--- config.mk ---
export PLATFORM = sky130hd
export DESIGN_NAME = sae_serial_control
export DESIGN_NICKNAME = d
export VERILOG_FILES = /design/src/logic/sae_pin_sync.v /design/src/logic/sae_serial_control.v
export VERILOG_INCLUDE_DIRS = /design/src /design/src/logic
export SDC_FILE = /design/constraint.sdc
export NUM_CORES = 1
export LEC_CHECK = 0
export ABC_AREA = 1
export BUFFER_PORTS_ARGS = -buffer_cell sky130_fd_sc_hd__buf_2
export CAP_MARGIN = 25
export CORE_ASPECT_RATIO = 1.2
export CORE_MARGIN = 3
export CORE_UTILIZATION = 30
export CTS_CLUSTER_DIAMETER = 200
export DETAILED_ROUTE_END_ITERATION = 10
export PLACE_DENSITY = 0.47
export SLEW_MARGIN = 20
export SYNTH_ARGS = -nofsm -noshare
export SYNTH_HDL_FRONTEND = slang
export SYNTH_HIERARCHICAL = 1
export SYNTH_SLANG_ARGS = --single-unit
--- constraint.sdc ---
create_clock -name clock -period 2.77 [get_ports clock]
set_clock_uncertainty 0.2 [all_clocks]
set_input_delay 0.554 -clock clock [delete_from_list [all_inputs] [get_ports clock]]
set_output_delay 0.554 -clock clock [all_outputs]
set_load 0.02 [all_outputs]
--- src/logic/sae_defs.vh ---
// How it works
// (RULE1) A set sign-extend control widens each word read from the receive FIFO by copying its top bit upward.
// (RULE2) A frame error raises the frame error event only while its event enable is set.
// (RULE3) A receive overflow raises the overflow event only while its event enable is set.
// (RULE4) A transmit underrun raises the underrun event only while its event enable is set.
// (RULE5) With overflow ignored, an overflow keeps the link running and the new word is dropped, not written over old data.
// (RULE6) With overflow not ignored, an overflow halts serial operation.
// (RULE7) With underrun ignored, an underrun keeps running and zeros are shifted out until the buffer is refilled.
// (RULE8) With underrun not ignored, an underrun halts serial operation.
// (RULE9) The audio enable selects codec framing; when clear the link runs as a plain select-framed serial port.
// (RULE10) In mono format each transmit word goes out on both left and right channel; otherwise stereo.
// (RULE11) The audio mode field picks PCM/DSP (11), right justified (10), left justified (01) or I2S (00).
// (RULE12) Audio enable, mono format and audio mode take writes only while the module enable is 0.
// (RULE13) Mono format and audio mode act only while audio enable is 1.
// (RULE14) Unimplemented bits of the second control register, upper halfword included, read as zero.
// (RULE15) Overflow is a completed word meeting a full FIFO; underrun is a word due out with an empty buffer.
`ifndef SAE_DEFS_VH
`define SAE_DEFS_VH

// ****************************************
// Register map
// ****************************************
`define SAE_ADDR_W      6
`define SAE_OFF_CTRL1   6'h00
`define SAE_OFF_CTRL2   6'h04
`define SAE_OFF_STAT    6'h08
`define SAE_OFF_MASK    6'h0c
`define SAE_OFF_TXB     6'h10
`define SAE_OFF_RXB     6'h14

// ****************************************
// Fields
// ****************************************
`define SAE_B_ON        15
`define SAE_B_SGNEXT    15
`define SAE_B_FRMEN     12
`define SAE_B_ROVEN     11
`define SAE_B_TUREN     10
`define SAE_B_IGNORE_RX_OVERFLOW    9
`define SAE_B_IGNORE_TX_UNDERRUN    8
`define SAE_B_AUDIO_PROTOCOL_ENABLE     7
`define SAE_B_MONO      3
`define SAE_MOD_HI      1
`define SAE_MOD_LO      0
`define SAE_CTRL2_RW    32'h00009f8b
`define SAE_CTRL2_FREE  32'h00009f00
`define SAE_CTRL2_LOCK  32'h0000008b
`define SAE_EV_W        3
`define SAE_EV_FRM      0
`define SAE_EV_ROV      1
`define SAE_EV_TUR      2
`define SAE_ST_HALT     8
`define SAE_ST_TXF      9
`define SAE_ST_RXC_LO   10
`define SAE_ST_RXC_HI   12

// ****************************************
// Framing
// ****************************************
`define SAE_MODE_I2S    2'h0
`define SAE_MODE_LJ     2'h1
`define SAE_MODE_RJ     2'h2
`define SAE_MODE_PCM    2'h3
`define SAE_WORD_W      16
`define SAE_LAST_BIT    4'hf
`define SAE_POS_W       6
`define SAE_POS_MAX     6'h3f
`define SAE_POS_ZERO    6'h00
`define SAE_START_I2S   6'h01
`define SAE_START_LJ    6'h00
`define SAE_START_RJ    6'h10
`define SAE_START_PCM_L 6'h01
`define SAE_START_PCM_R 6'h11

// ****************************************
// Receive FIFO
// ****************************************
`define SAE_DEPTH       4
`define SAE_PTR_W       2
`define SAE_CNT_W       3
`define SAE_FIFO_FULL   3'h4

`endif

--- src/logic/sae_pin_sync.v ---
`timescale 1ns/10ps
module sae_pin_sync
#(
   parameter W = 3
)
(
   input  wire         clock,
   input  wire         reset,
   input  wire [W-1:0] din,
   output wire [W-1:0] dout
);

   genvar gi;

   // ****************************************
   // Three stages per pin, change taken on agreement
   // ****************************************
   generate
      for (gi = 0; gi < W; gi = gi + 1)
      begin : g_bit
         reg s1_r;
         reg s2_r;
         reg s3_r;
         reg q_r;
         always @(posedge clock)
         begin
            if (reset)
            begin
               s1_r <= 1'b0;
               s2_r <= 1'b0;
               s3_r <= 1'b0;
               q_r  <= 1'b0;
            end
            else
            begin
               s1_r <= din[gi];
               s2_r <= s1_r;
               s3_r <= s2_r;
               // Glitch of one cycle never reaches the block
               if (s2_r == s3_r)
                  q_r <= s3_r;
            end
         end
         assign dout[gi] = q_r;
      end
   endgenerate

endmodule // sae_pin_sync

--- src/logic/sae_serial_control.v ---
// Decided for this implementation: the register addresses and the strobed register port.
`timescale 1ns/10ps
`include "sae_defs.vh"
module sae_serial_control
(
   input  wire                   clock,
   input  wire                   reset,
   input  wire [`SAE_ADDR_W-1:0] addr,
   input  wire [31:0]            wr_data,
   input  wire                   wr_stb,
   input  wire                   rd_stb,
   output reg  [31:0]            rd_data_r,
   input  wire                   link_sck,
   input  wire                   link_fs,
   input  wire                   link_sdi,
   output reg                    link_sdo_r,
   output reg                    irq_r
);

   // ****************************************
   // Declarations
   // ****************************************
   wire [2:0]                   pin_s;
   wire                         sck_s;
   wire                         fs_s;
   wire                         sdi_s;
   reg                          sck_q_r;
   reg                          fs_q_r;
   reg                          on_r;
   reg  [31:0]                  ctrl2_r;
   reg  [`SAE_EV_W-1:0]         stat_r;
   reg  [`SAE_EV_W-1:0]         mask_r;
   reg                          halted_r;
   reg  [`SAE_WORD_W-1:0]       txb_r;
   reg                          txb_full_r;
   reg  [`SAE_PTR_W-1:0]        wp_r;
   reg  [`SAE_PTR_W-1:0]        rp_r;
   reg  [`SAE_CNT_W-1:0]        cnt_r;
   wire [`SAE_DEPTH*`SAE_WORD_W-1:0] fifo_flat;
   reg  [`SAE_WORD_W-1:0]       rx_sh_r;
   reg                          rx_busy_r;
   reg  [3:0]                   rx_idx_r;
   reg  [`SAE_WORD_W-1:0]       tx_sh_r;
   reg  [`SAE_WORD_W-1:0]       hold_r;
   reg  [3:0]                   tx_rem_r;
   reg                          pres_done_r;
   reg  [`SAE_POS_W-1:0]        pos_r;

   wire                         audio;
   wire [1:0]                   mode;
   wire                         mono;
   wire                         sck_rise;
   wire                         sck_fall;
   wire                         active;
   wire [`SAE_WORD_W-1:0]       head;
   wire [`SAE_WORD_W-1:0]       rx_word;

   reg                          frame_evt;
   reg                          spi_end;
   reg                          present;
   reg  [`SAE_POS_W-1:0]        pres_pos;
   reg                          right_chan;
   reg                          rx_take;
   reg                          rx_done;
   reg                          tx_load;
   reg                          tx_pop;
   reg                          push;
   reg                          pop;
   reg  [`SAE_EV_W-1:0]         raw_ev;
   reg  [`SAE_EV_W-1:0]         ev_set;
   reg                          crit;
   reg  [`SAE_EV_W-1:0]         ev_clr;

   // ****************************************
   // Pin synchroniser
   // ****************************************
   sae_pin_sync #(.W(3)) u_sync
   (
      .clock (clock),
      .reset (reset),
      .din   ({link_sdi, link_fs, link_sck}),
      .dout  (pin_s)
   );

   assign sck_s    = pin_s[0];
   assign fs_s     = pin_s[1];
   assign sdi_s    = pin_s[2];
   assign sck_rise = sck_s & ~sck_q_r;
   assign sck_fall = ~sck_s & sck_q_r;

   assign audio  = ctrl2_r[`SAE_B_AUDIO_PROTOCOL_ENABLE];                          // RULE9
   assign mode   = ctrl2_r[`SAE_MOD_HI:`SAE_MOD_LO];
   assign mono   = audio & ctrl2_r[`SAE_B_MONO];                   // RULE13
   // Plain mode is framed by an active-low select
   assign active = on_r & ~halted_r & (audio | ~fs_s);

   // ****************************************
   // Word start positions
   // ****************************************
   function word_start;
      input [`SAE_POS_W-1:0] p;
      input                  aud;
      input [1:0]            md;
      begin
         word_start = 1'b0;
         if (!aud)
            word_start = (p == `SAE_START_LJ);
         else
         begin
            case (md)                                              // RULE11
               `SAE_MODE_I2S: word_start = (p == `SAE_START_I2S);
               `SAE_MODE_LJ:  word_start = (p == `SAE_START_LJ);
               `SAE_MODE_RJ:  word_start = (p == `SAE_START_RJ);
               `SAE_MODE_PCM: word_start = (p == `SAE_START_PCM_L) | (p == `SAE_START_PCM_R);
               default:       word_start = 1'b0;
            endcase
         end
      end
   endfunction

   // ****************************************
   // Receive FIFO storage
   // ****************************************
   genvar gi;
   generate
      for (gi = 0; gi < `SAE_DEPTH; gi = gi + 1)
      begin : g_ent
         localparam integer IDX = gi;
         reg [`SAE_WORD_W-1:0] ent_r;
         always @(posedge clock)
         begin
            if (reset)
               ent_r <= {`SAE_WORD_W{1'b0}};
            else if (push && (wp_r == IDX[`SAE_PTR_W-1:0]))
               ent_r <= rx_word;
         end
         assign fifo_flat[gi*`SAE_WORD_W +: `SAE_WORD_W] = ent_r;
      end
   endgenerate

   assign head    = fifo_flat[rp_r*`SAE_WORD_W +: `SAE_WORD_W];
   assign rx_word = {rx_sh_r[`SAE_WORD_W-2:0], sdi_s};

   // ****************************************
   // Link events
   // ****************************************
   always @*
   begin
      frame_evt = 1'b0;
      spi_end   = 1'b0;
      if (on_r && !halted_r)
      begin
         if (!audio)
         begin
            frame_evt = ~fs_s & fs_q_r;
            spi_end   = fs_s & ~fs_q_r;
         end
         else if (mode == `SAE_MODE_PCM)
            frame_evt = fs_s & ~fs_q_r;
         else
            frame_evt = fs_s ^ fs_q_r;
      end
      // One present per bit slot; a frame edge always restarts at slot zero
      present  = frame_evt | (sck_fall & active & ~pres_done_r);
      pres_pos = frame_evt ? `SAE_POS_ZERO : pos_r;
      tx_load  = present & word_start(pres_pos, audio, mode);
      if (!audio)
         right_chan = 1'b0;
      else if (mode == `SAE_MODE_PCM)
         right_chan = (pres_pos == `SAE_START_PCM_R);
      else if (mode == `SAE_MODE_I2S)
         right_chan = fs_s;
      else
         right_chan = ~fs_s;
      rx_take = sck_rise & active & ~frame_evt & (rx_busy_r | word_start(pos_r, audio, mode));
      rx_done = rx_take & (rx_idx_r == `SAE_LAST_BIT);
      raw_ev  = {`SAE_EV_W{1'b0}};
      crit    = 1'b0;
      push    = 1'b0;
      tx_pop  = 1'b0;
      if ((frame_evt | spi_end) & rx_busy_r)
         raw_ev[`SAE_EV_FRM] = 1'b1;
      if (rx_done)
      begin
         if (cnt_r == `SAE_FIFO_FULL)                              // RULE15
         begin
            raw_ev[`SAE_EV_ROV] = 1'b1;
            crit = ~ctrl2_r[`SAE_B_IGNORE_RX_OVERFLOW];                        // RULE6
         end
         else
            push = 1'b1;                                           // RULE5
      end
      if (tx_load && !(mono && right_chan))                        // RULE10
      begin
         if (txb_full_r)
            tx_pop = 1'b1;
         else
         begin
            raw_ev[`SAE_EV_TUR] = 1'b1;                            // RULE15
            crit = crit | ~ctrl2_r[`SAE_B_IGNORE_TX_UNDERRUN];                 // RULE8
         end
      end
      ev_set[`SAE_EV_FRM] = raw_ev[`SAE_EV_FRM] & ctrl2_r[`SAE_B_FRMEN];   // RULE2
      ev_set[`SAE_EV_ROV] = raw_ev[`SAE_EV_ROV] & ctrl2_r[`SAE_B_ROVEN];   // RULE3
      ev_set[`SAE_EV_TUR] = raw_ev[`SAE_EV_TUR] & ctrl2_r[`SAE_B_TUREN];   // RULE4
      pop    = rd_stb & (addr == `SAE_OFF_RXB) & (cnt_r != {`SAE_CNT_W{1'b0}});
      ev_clr = (wr_stb && (addr == `SAE_OFF_STAT)) ? wr_data[`SAE_EV_W-1:0] : {`SAE_EV_W{1'b0}};
   end

   // ****************************************
   // Registers and bus
   // ****************************************
   always @(posedge clock)
   begin
      if (reset)
      begin
         on_r       <= 1'b0;
         ctrl2_r    <= 32'h00000000;
         stat_r     <= {`SAE_EV_W{1'b0}};
         mask_r     <= {`SAE_EV_W{1'b0}};
         halted_r   <= 1'b0;
         txb_r      <= {`SAE_WORD_W{1'b0}};
         txb_full_r <= 1'b0;
         wp_r       <= {`SAE_PTR_W{1'b0}};
         rp_r       <= {`SAE_PTR_W{1'b0}};
         cnt_r      <= {`SAE_CNT_W{1'b0}};
         rd_data_r  <= 32'h00000000;
         irq_r      <= 1'b0;
      end
      else
      begin
         if (wr_stb && (addr == `SAE_OFF_CTRL1))
            on_r <= wr_data[`SAE_B_ON];
         if (wr_stb && (addr == `SAE_OFF_CTRL2))
         begin
            // Framing fields locked while running
            if (!on_r)                                             // RULE12
               ctrl2_r <= wr_data & `SAE_CTRL2_RW;
            else
               ctrl2_r <= (wr_data & `SAE_CTRL2_FREE) | (ctrl2_r & `SAE_CTRL2_LOCK);
         end
         if (wr_stb && (addr == `SAE_OFF_MASK))
            mask_r <= wr_data[`SAE_EV_W-1:0];
         // Set wins over a write-one clear in the same cycle
         stat_r <= (stat_r & ~ev_clr) | ev_set;
         irq_r  <= |(stat_r & mask_r);
         if (!on_r)
            halted_r <= 1'b0;
         else if (crit)
            halted_r <= 1'b1;                                      // RULE6 RULE8
         if (!on_r)
            txb_full_r <= 1'b0;
         else if (wr_stb && (addr == `SAE_OFF_TXB) && (!txb_full_r || tx_pop))
         begin
            txb_r      <= wr_data[`SAE_WORD_W-1:0];
            txb_full_r <= 1'b1;
         end
         else if (tx_pop)
            txb_full_r <= 1'b0;
         // Disable flushes the FIFO so a restart sees no stale words
         if (!on_r)
         begin
            wp_r  <= {`SAE_PTR_W{1'b0}};
            rp_r  <= {`SAE_PTR_W{1'b0}};
            cnt_r <= {`SAE_CNT_W{1'b0}};
         end
         else
         begin
            if (push)
               wp_r <= wp_r + 1'b1;
            if (pop)
               rp_r <= rp_r + 1'b1;
            if (push && !pop)
               cnt_r <= cnt_r + 1'b1;
            else if (pop && !push)
               cnt_r <= cnt_r - 1'b1;
         end
         rd_data_r <= 32'h00000000;
         if (rd_stb)
         begin
            case (addr)
               `SAE_OFF_CTRL1: rd_data_r[`SAE_B_ON] <= on_r;
               `SAE_OFF_CTRL2: rd_data_r <= ctrl2_r & `SAE_CTRL2_RW;           // RULE14
               `SAE_OFF_STAT:
               begin
                  rd_data_r[`SAE_EV_W-1:0]                   <= stat_r;
                  rd_data_r[`SAE_ST_HALT]                    <= halted_r;
                  rd_data_r[`SAE_ST_TXF]                     <= txb_full_r;
                  rd_data_r[`SAE_ST_RXC_HI:`SAE_ST_RXC_LO]   <= cnt_r;
               end
               `SAE_OFF_MASK:  rd_data_r[`SAE_EV_W-1:0] <= mask_r;
               `SAE_OFF_RXB:
               begin
                  if (ctrl2_r[`SAE_B_SGNEXT])                                  // RULE1
                     rd_data_r <= {{(32-`SAE_WORD_W){head[`SAE_WORD_W-1]}}, head};
                  else
                     rd_data_r <= {{(32-`SAE_WORD_W){1'b0}}, head};
               end
               default:        rd_data_r <= 32'h00000000;
            endcase
         end
      end
   end

   // ****************************************
   // Serial shifting
   // ****************************************
   always @(posedge clock)
   begin
      if (reset)
      begin
         sck_q_r     <= 1'b0;
         fs_q_r      <= 1'b0;
         pos_r       <= `SAE_POS_ZERO;
         rx_sh_r     <= {`SAE_WORD_W{1'b0}};
         rx_busy_r   <= 1'b0;
         rx_idx_r    <= 4'h0;
         tx_sh_r     <= {`SAE_WORD_W{1'b0}};
         hold_r      <= {`SAE_WORD_W{1'b0}};
         tx_rem_r    <= 4'h0;
         pres_done_r <= 1'b0;
         link_sdo_r  <= 1'b0;
      end
      else
      begin
         sck_q_r <= sck_s;
         fs_q_r  <= fs_s;
         if (!on_r || halted_r)
         begin
            rx_busy_r  <= 1'b0;
            rx_idx_r   <= 4'h0;
            tx_rem_r   <= 4'h0;
            link_sdo_r <= 1'b0;
         end
         else
         begin
            if (frame_evt)
               pos_r <= `SAE_POS_ZERO;
            else if (sck_rise && active)
            begin
               if (!audio)
                  pos_r <= {2'b00, pos_r[3:0] + 4'h1};
               else if (pos_r != `SAE_POS_MAX)
                  pos_r <= pos_r + 6'h01;
            end
            if (frame_evt || spi_end)
            begin
               rx_busy_r <= 1'b0;
               rx_idx_r  <= 4'h0;
            end
            else if (rx_take)
            begin
               rx_sh_r   <= rx_word;
               rx_busy_r <= ~rx_done;
               rx_idx_r  <= rx_done ? 4'h0 : rx_idx_r + 4'h1;
            end
            if (sck_rise)
               pres_done_r <= 1'b0;
            else if (present)
               pres_done_r <= 1'b1;
            if (tx_load)
            begin
               tx_rem_r <= `SAE_LAST_BIT;
               if (mono && right_chan)
               begin
                  link_sdo_r <= hold_r[`SAE_WORD_W-1];
                  tx_sh_r    <= {hold_r[`SAE_WORD_W-2:0], 1'b0};
               end
               else if (txb_full_r)
               begin
                  link_sdo_r <= txb_r[`SAE_WORD_W-1];
                  tx_sh_r    <= {txb_r[`SAE_WORD_W-2:0], 1'b0};
                  hold_r     <= txb_r;
               end
               else
               begin
                  // Underrun word is all zeros
                  link_sdo_r <= 1'b0;                              // RULE7
                  tx_sh_r    <= {`SAE_WORD_W{1'b0}};
                  hold_r     <= {`SAE_WORD_W{1'b0}};
               end
            end
            else if (present)
            begin
               if (tx_rem_r != 4'h0)
               begin
                  link_sdo_r <= tx_sh_r[`SAE_WORD_W-1];
                  tx_sh_r    <= {tx_sh_r[`SAE_WORD_W-2:0], 1'b0};
                  tx_rem_r   <= tx_rem_r - 4'h1;
               end
               else
                  link_sdo_r <= 1'b0;
            end
         end
      end
   end

endmodule // sae_serial_control

==> results.toml <==
[status]
outcome = "complete, no violations"

[yosys]
syn_avg_cell_area_um2 = 7.05
yosysWarnings = 6
synth_top_area_share_pct = 45.1
async_reset_ff_share_pct = 0
syn_area_mm2 = 0.00891
synth_ff_type = "dfxtp_1"
yosysTopAreaCell = "dfxtp_1"
synthXorXnorAreaFrac_pct = 0.197
ys_types = 47
syn_nets = 1323
synth_mux_area_share_pct = 0
synth_compound_area_share_pct = 16.1
synthAdderAreaFrac_pct = 1.91
syn_inst = 1265
synth_edf_count = 0
yosys_register_bits = 201
synth_top_family_by_area = "simple AND/OR/NAND/NOR gates"
synth-simple-area-share_pct = 27.2
yosys-top-cells-area = "dfxtp_1 (45%), nor2_1 (12%), nand2_1 (9.1%), o21ai_0 (6.9%), a21oi_1 (5.0%)"
synth_seq_area_share_pct = 45.1

[clock_network]
clock_latency_ns = 0.52
cts-buffers-inserted = 24
path_clk_slew_ns = 0.05
htreeDepth = 1
cts_hold_buf = 0
ctsRootBufferMaster = "clkbuf_16"
cts_buffer_depth = 3
cts_tree = "done"
cts.sinks = 201

[critical_path]
worst_setup_path_end_kind = "flip-flop"
arrival_ns = 2.82
crit_fanout = 4
startpoint_type = "flip-flop"
required_ns = 2.99
r2r_slack_ns = 0.17
path_class = "flip-flop to flip-flop"

[routing]
first_pass_iters = 4
wl_um = 25600
postRouteAntennaNets = 0
post-route-drc-count = 0
via_per_inst = 4.61
first_iter_violations = 399
wire_per_inst_um = 14.8
num_vias = 7945

[global_route]
grt_overflow_total = 0
first_global_vias = 7548
grt_max_degree = 54
grt.total_usage_pct = 16.0
grt_antenna_before_repair = 0
grt_pass1_wl_um = 40700

[power_and_ir_drop]
power.density_mw_per_mm2 = 585
ir_worst_vdd_v = 0.000401
power_w = 0.00617
leakagePower_nw = 4.39

[final_layout]
multiInputGateArea_mm2 = 0.00408
n_antenna_cell = 0
syn2layout_area_growth_pct = 18.2
drive_gt1_share_pct = 14.2
fillers = 3139
nets = 1380
seqCellArea_mm2 = 0.00403

[job]
maxCapViolCount = 0

[timing]
relSlewSlack_pct = 45.2
setup_viol = 0
drv_slew = 0
setup_tns_ns = 0
rsz0062_at_grt = "no"
min_period_ns = 2.60
tightest_slew_ns = 0.821
finalCritPeriodShare_pct = 93.7
hold_viol = 0
max_freq_mhz = 385

[floorplan]
core_area_mm2 = 0.0290
die_x_um = 163
dieHeight_um = 195
start_util_pct = 30.7
io_pins = 79
dieArea_mm2 = 0.0318
rows = 68

[worst_hold_path]
worstHoldPathType = "input pin to flip-flop"

[placed_design]
numPortBuffers = 62
place.gp.congestion = 0.820
hpwl_um = 17400
-- area by class of cell --
cell class	count	share of cell area, %
multi-input cells	876	38.8
flip-flops and latches	201	38.2
repair buffers	107	6.86
clock buffers	34	6.44
well taps	385	4.57
inverters	112	4.14
clock inverters	8	0.986
-- registers in the layout, summed over array words and instances (netlist names), 2 cells and up --
name and count:
ctrl2_r 10, txb_r 16, u_sync/g_bit.s1_r 3, g_ent.ent_r 64
pos_r 6, rd_data_r 17, tx_sh_r 15, u_sync/g_bit.q_r 3
tx_rem_r 4, u_sync/g_bit.s2_r 3, rx_sh_r 15, stat_r 3
wp_r 2, rx_idx_r 4, cnt_r 3, hold_r 16
mask_r 3, u_sync/g_bit.s3_r 3, rp_r 2
-- cell families after synthesis --
logic type,Yosys count
simple gates,595
fa+ha+maj,13
compound gates,266
flops,201
xor+xnor,2
buf+inv,188
-- report_power, final --
group          total [W]  internal, W  switching, W
clock network    0.00313      0.00189       0.00125
logic           0.000132    0.0000433     0.0000889
registers        0.00290      0.00290    0.00000389
-- path summary, 6_finish.rpt --
check,to,cells past startpoint,startpoint
worst min-delay path,u_sync/g_bit[2].s1_r,3,link_sdi
worst max register to register,cnt_r[1],14,u_sync/g_bit[1].q_r
worst max-delay path,cnt_r[1],14,u_sync/g_bit[1].q_r
worst min register to register,u_sync/g_bit[2].s2_r,2,u_sync/g_bit[2].s1_r
-- through the flow --
stage	utilization (%)	std cells	hold slack, ns	instance area [um^2]	worst slack, ns
after global routing	36.3	1723	0.0379	10500	0.000880
after global placement	33.4	1679	0.189	9680	0.121
after floorplan	-	1265	0.188	8910	0.00758
final	36.3	1723	0.0319	10500	0.173
after CTS	36.0	1721	0.0176	10500	0.163
after detailed placement	33.4	1679	0.196	9680	0.122
-- cell usage after synthesis (4+ instances only) --
cell type	count
nor2_1	296
nand2_1	215
dfxtp_1	201
o21ai_0	122
inv_1	102
a21oi_1	89
nand3_1	51
clkbuf_1	30
buf_4	27
o21ai_1	23
buf_2	13
ha_1	12
nor3_1	9
a221oi_1	6
a211oi_1	5
inv_2	5
clkinv_2	4
nand2_4	4
-- placed cells by master (no fill, tap or decap), types with 5 or more instances in the layout --
| cell | Yosys | layout |
|---|---|---|
| inv_1 | 102 | 98 |
| nand2_1 | 215 | 214 |
| clkinv_2 | 4 | 8 |
| nor3_1 | 9 | 9 |
| clkbuf_16 | 0 | 24 |
| clkbuf_1 | 30 | 6 |
| nand3_1 | 51 | 51 |
| a21oi_1 | 89 | 89 |
| o21ai_0 | 122 | 122 |
| dfxtp_1 | 201 | 197 |
| buf_4 | 27 | 39 |
| buf_12 | 0 | 6 |
| a211oi_1 | 5 | 5 |
| a221oi_1 | 6 | 6 |
| nor2_2 | 3 | 5 |
| nor2_1 | 296 | 293 |
| ha_1 | 12 | 10 |
| buf_2 | 13 | 62 |
| o21ai_1 | 23 | 21 |
| o21ai_2 | 3 | 5 |
| inv_2 | 5 | 7 |
-- metal layers --
metal | vias up | global-route usage, % | wire, um
met2 | 124 | 28.1 | 12500
met1 | 3625 | 20.5 | 11600
met4 | 0 | 4.45 | 607
li1 | 4160 | - | -
met5 | - | 0 | 0
met3 | 36 | 2.11 | 846
-- what timing repair did --
item | 4_1_cts | 5_1_grt
endpoints found under the setup margin | 0 | 16
buffers inserted | 0 | 2
gates resized for setup | 0 | 19
-- worst max-delay path, stage by stage (launching register included) --
cell      delay (ns)
dfxtp_1         0.32
buf_4           0.15
ha_1            0.22
nand3_1         0.09
nand3_1         0.09
nand2_2         0.08
inv_2           0.06
nor2_4          0.12
nand3_4         0.11
nor2_8          0.10
ha_1            0.15
inv_1           0.06
fa_2            0.52
nor2_1          0.04
a211oi_1        0.21
(Power assumes the default switching activity.)
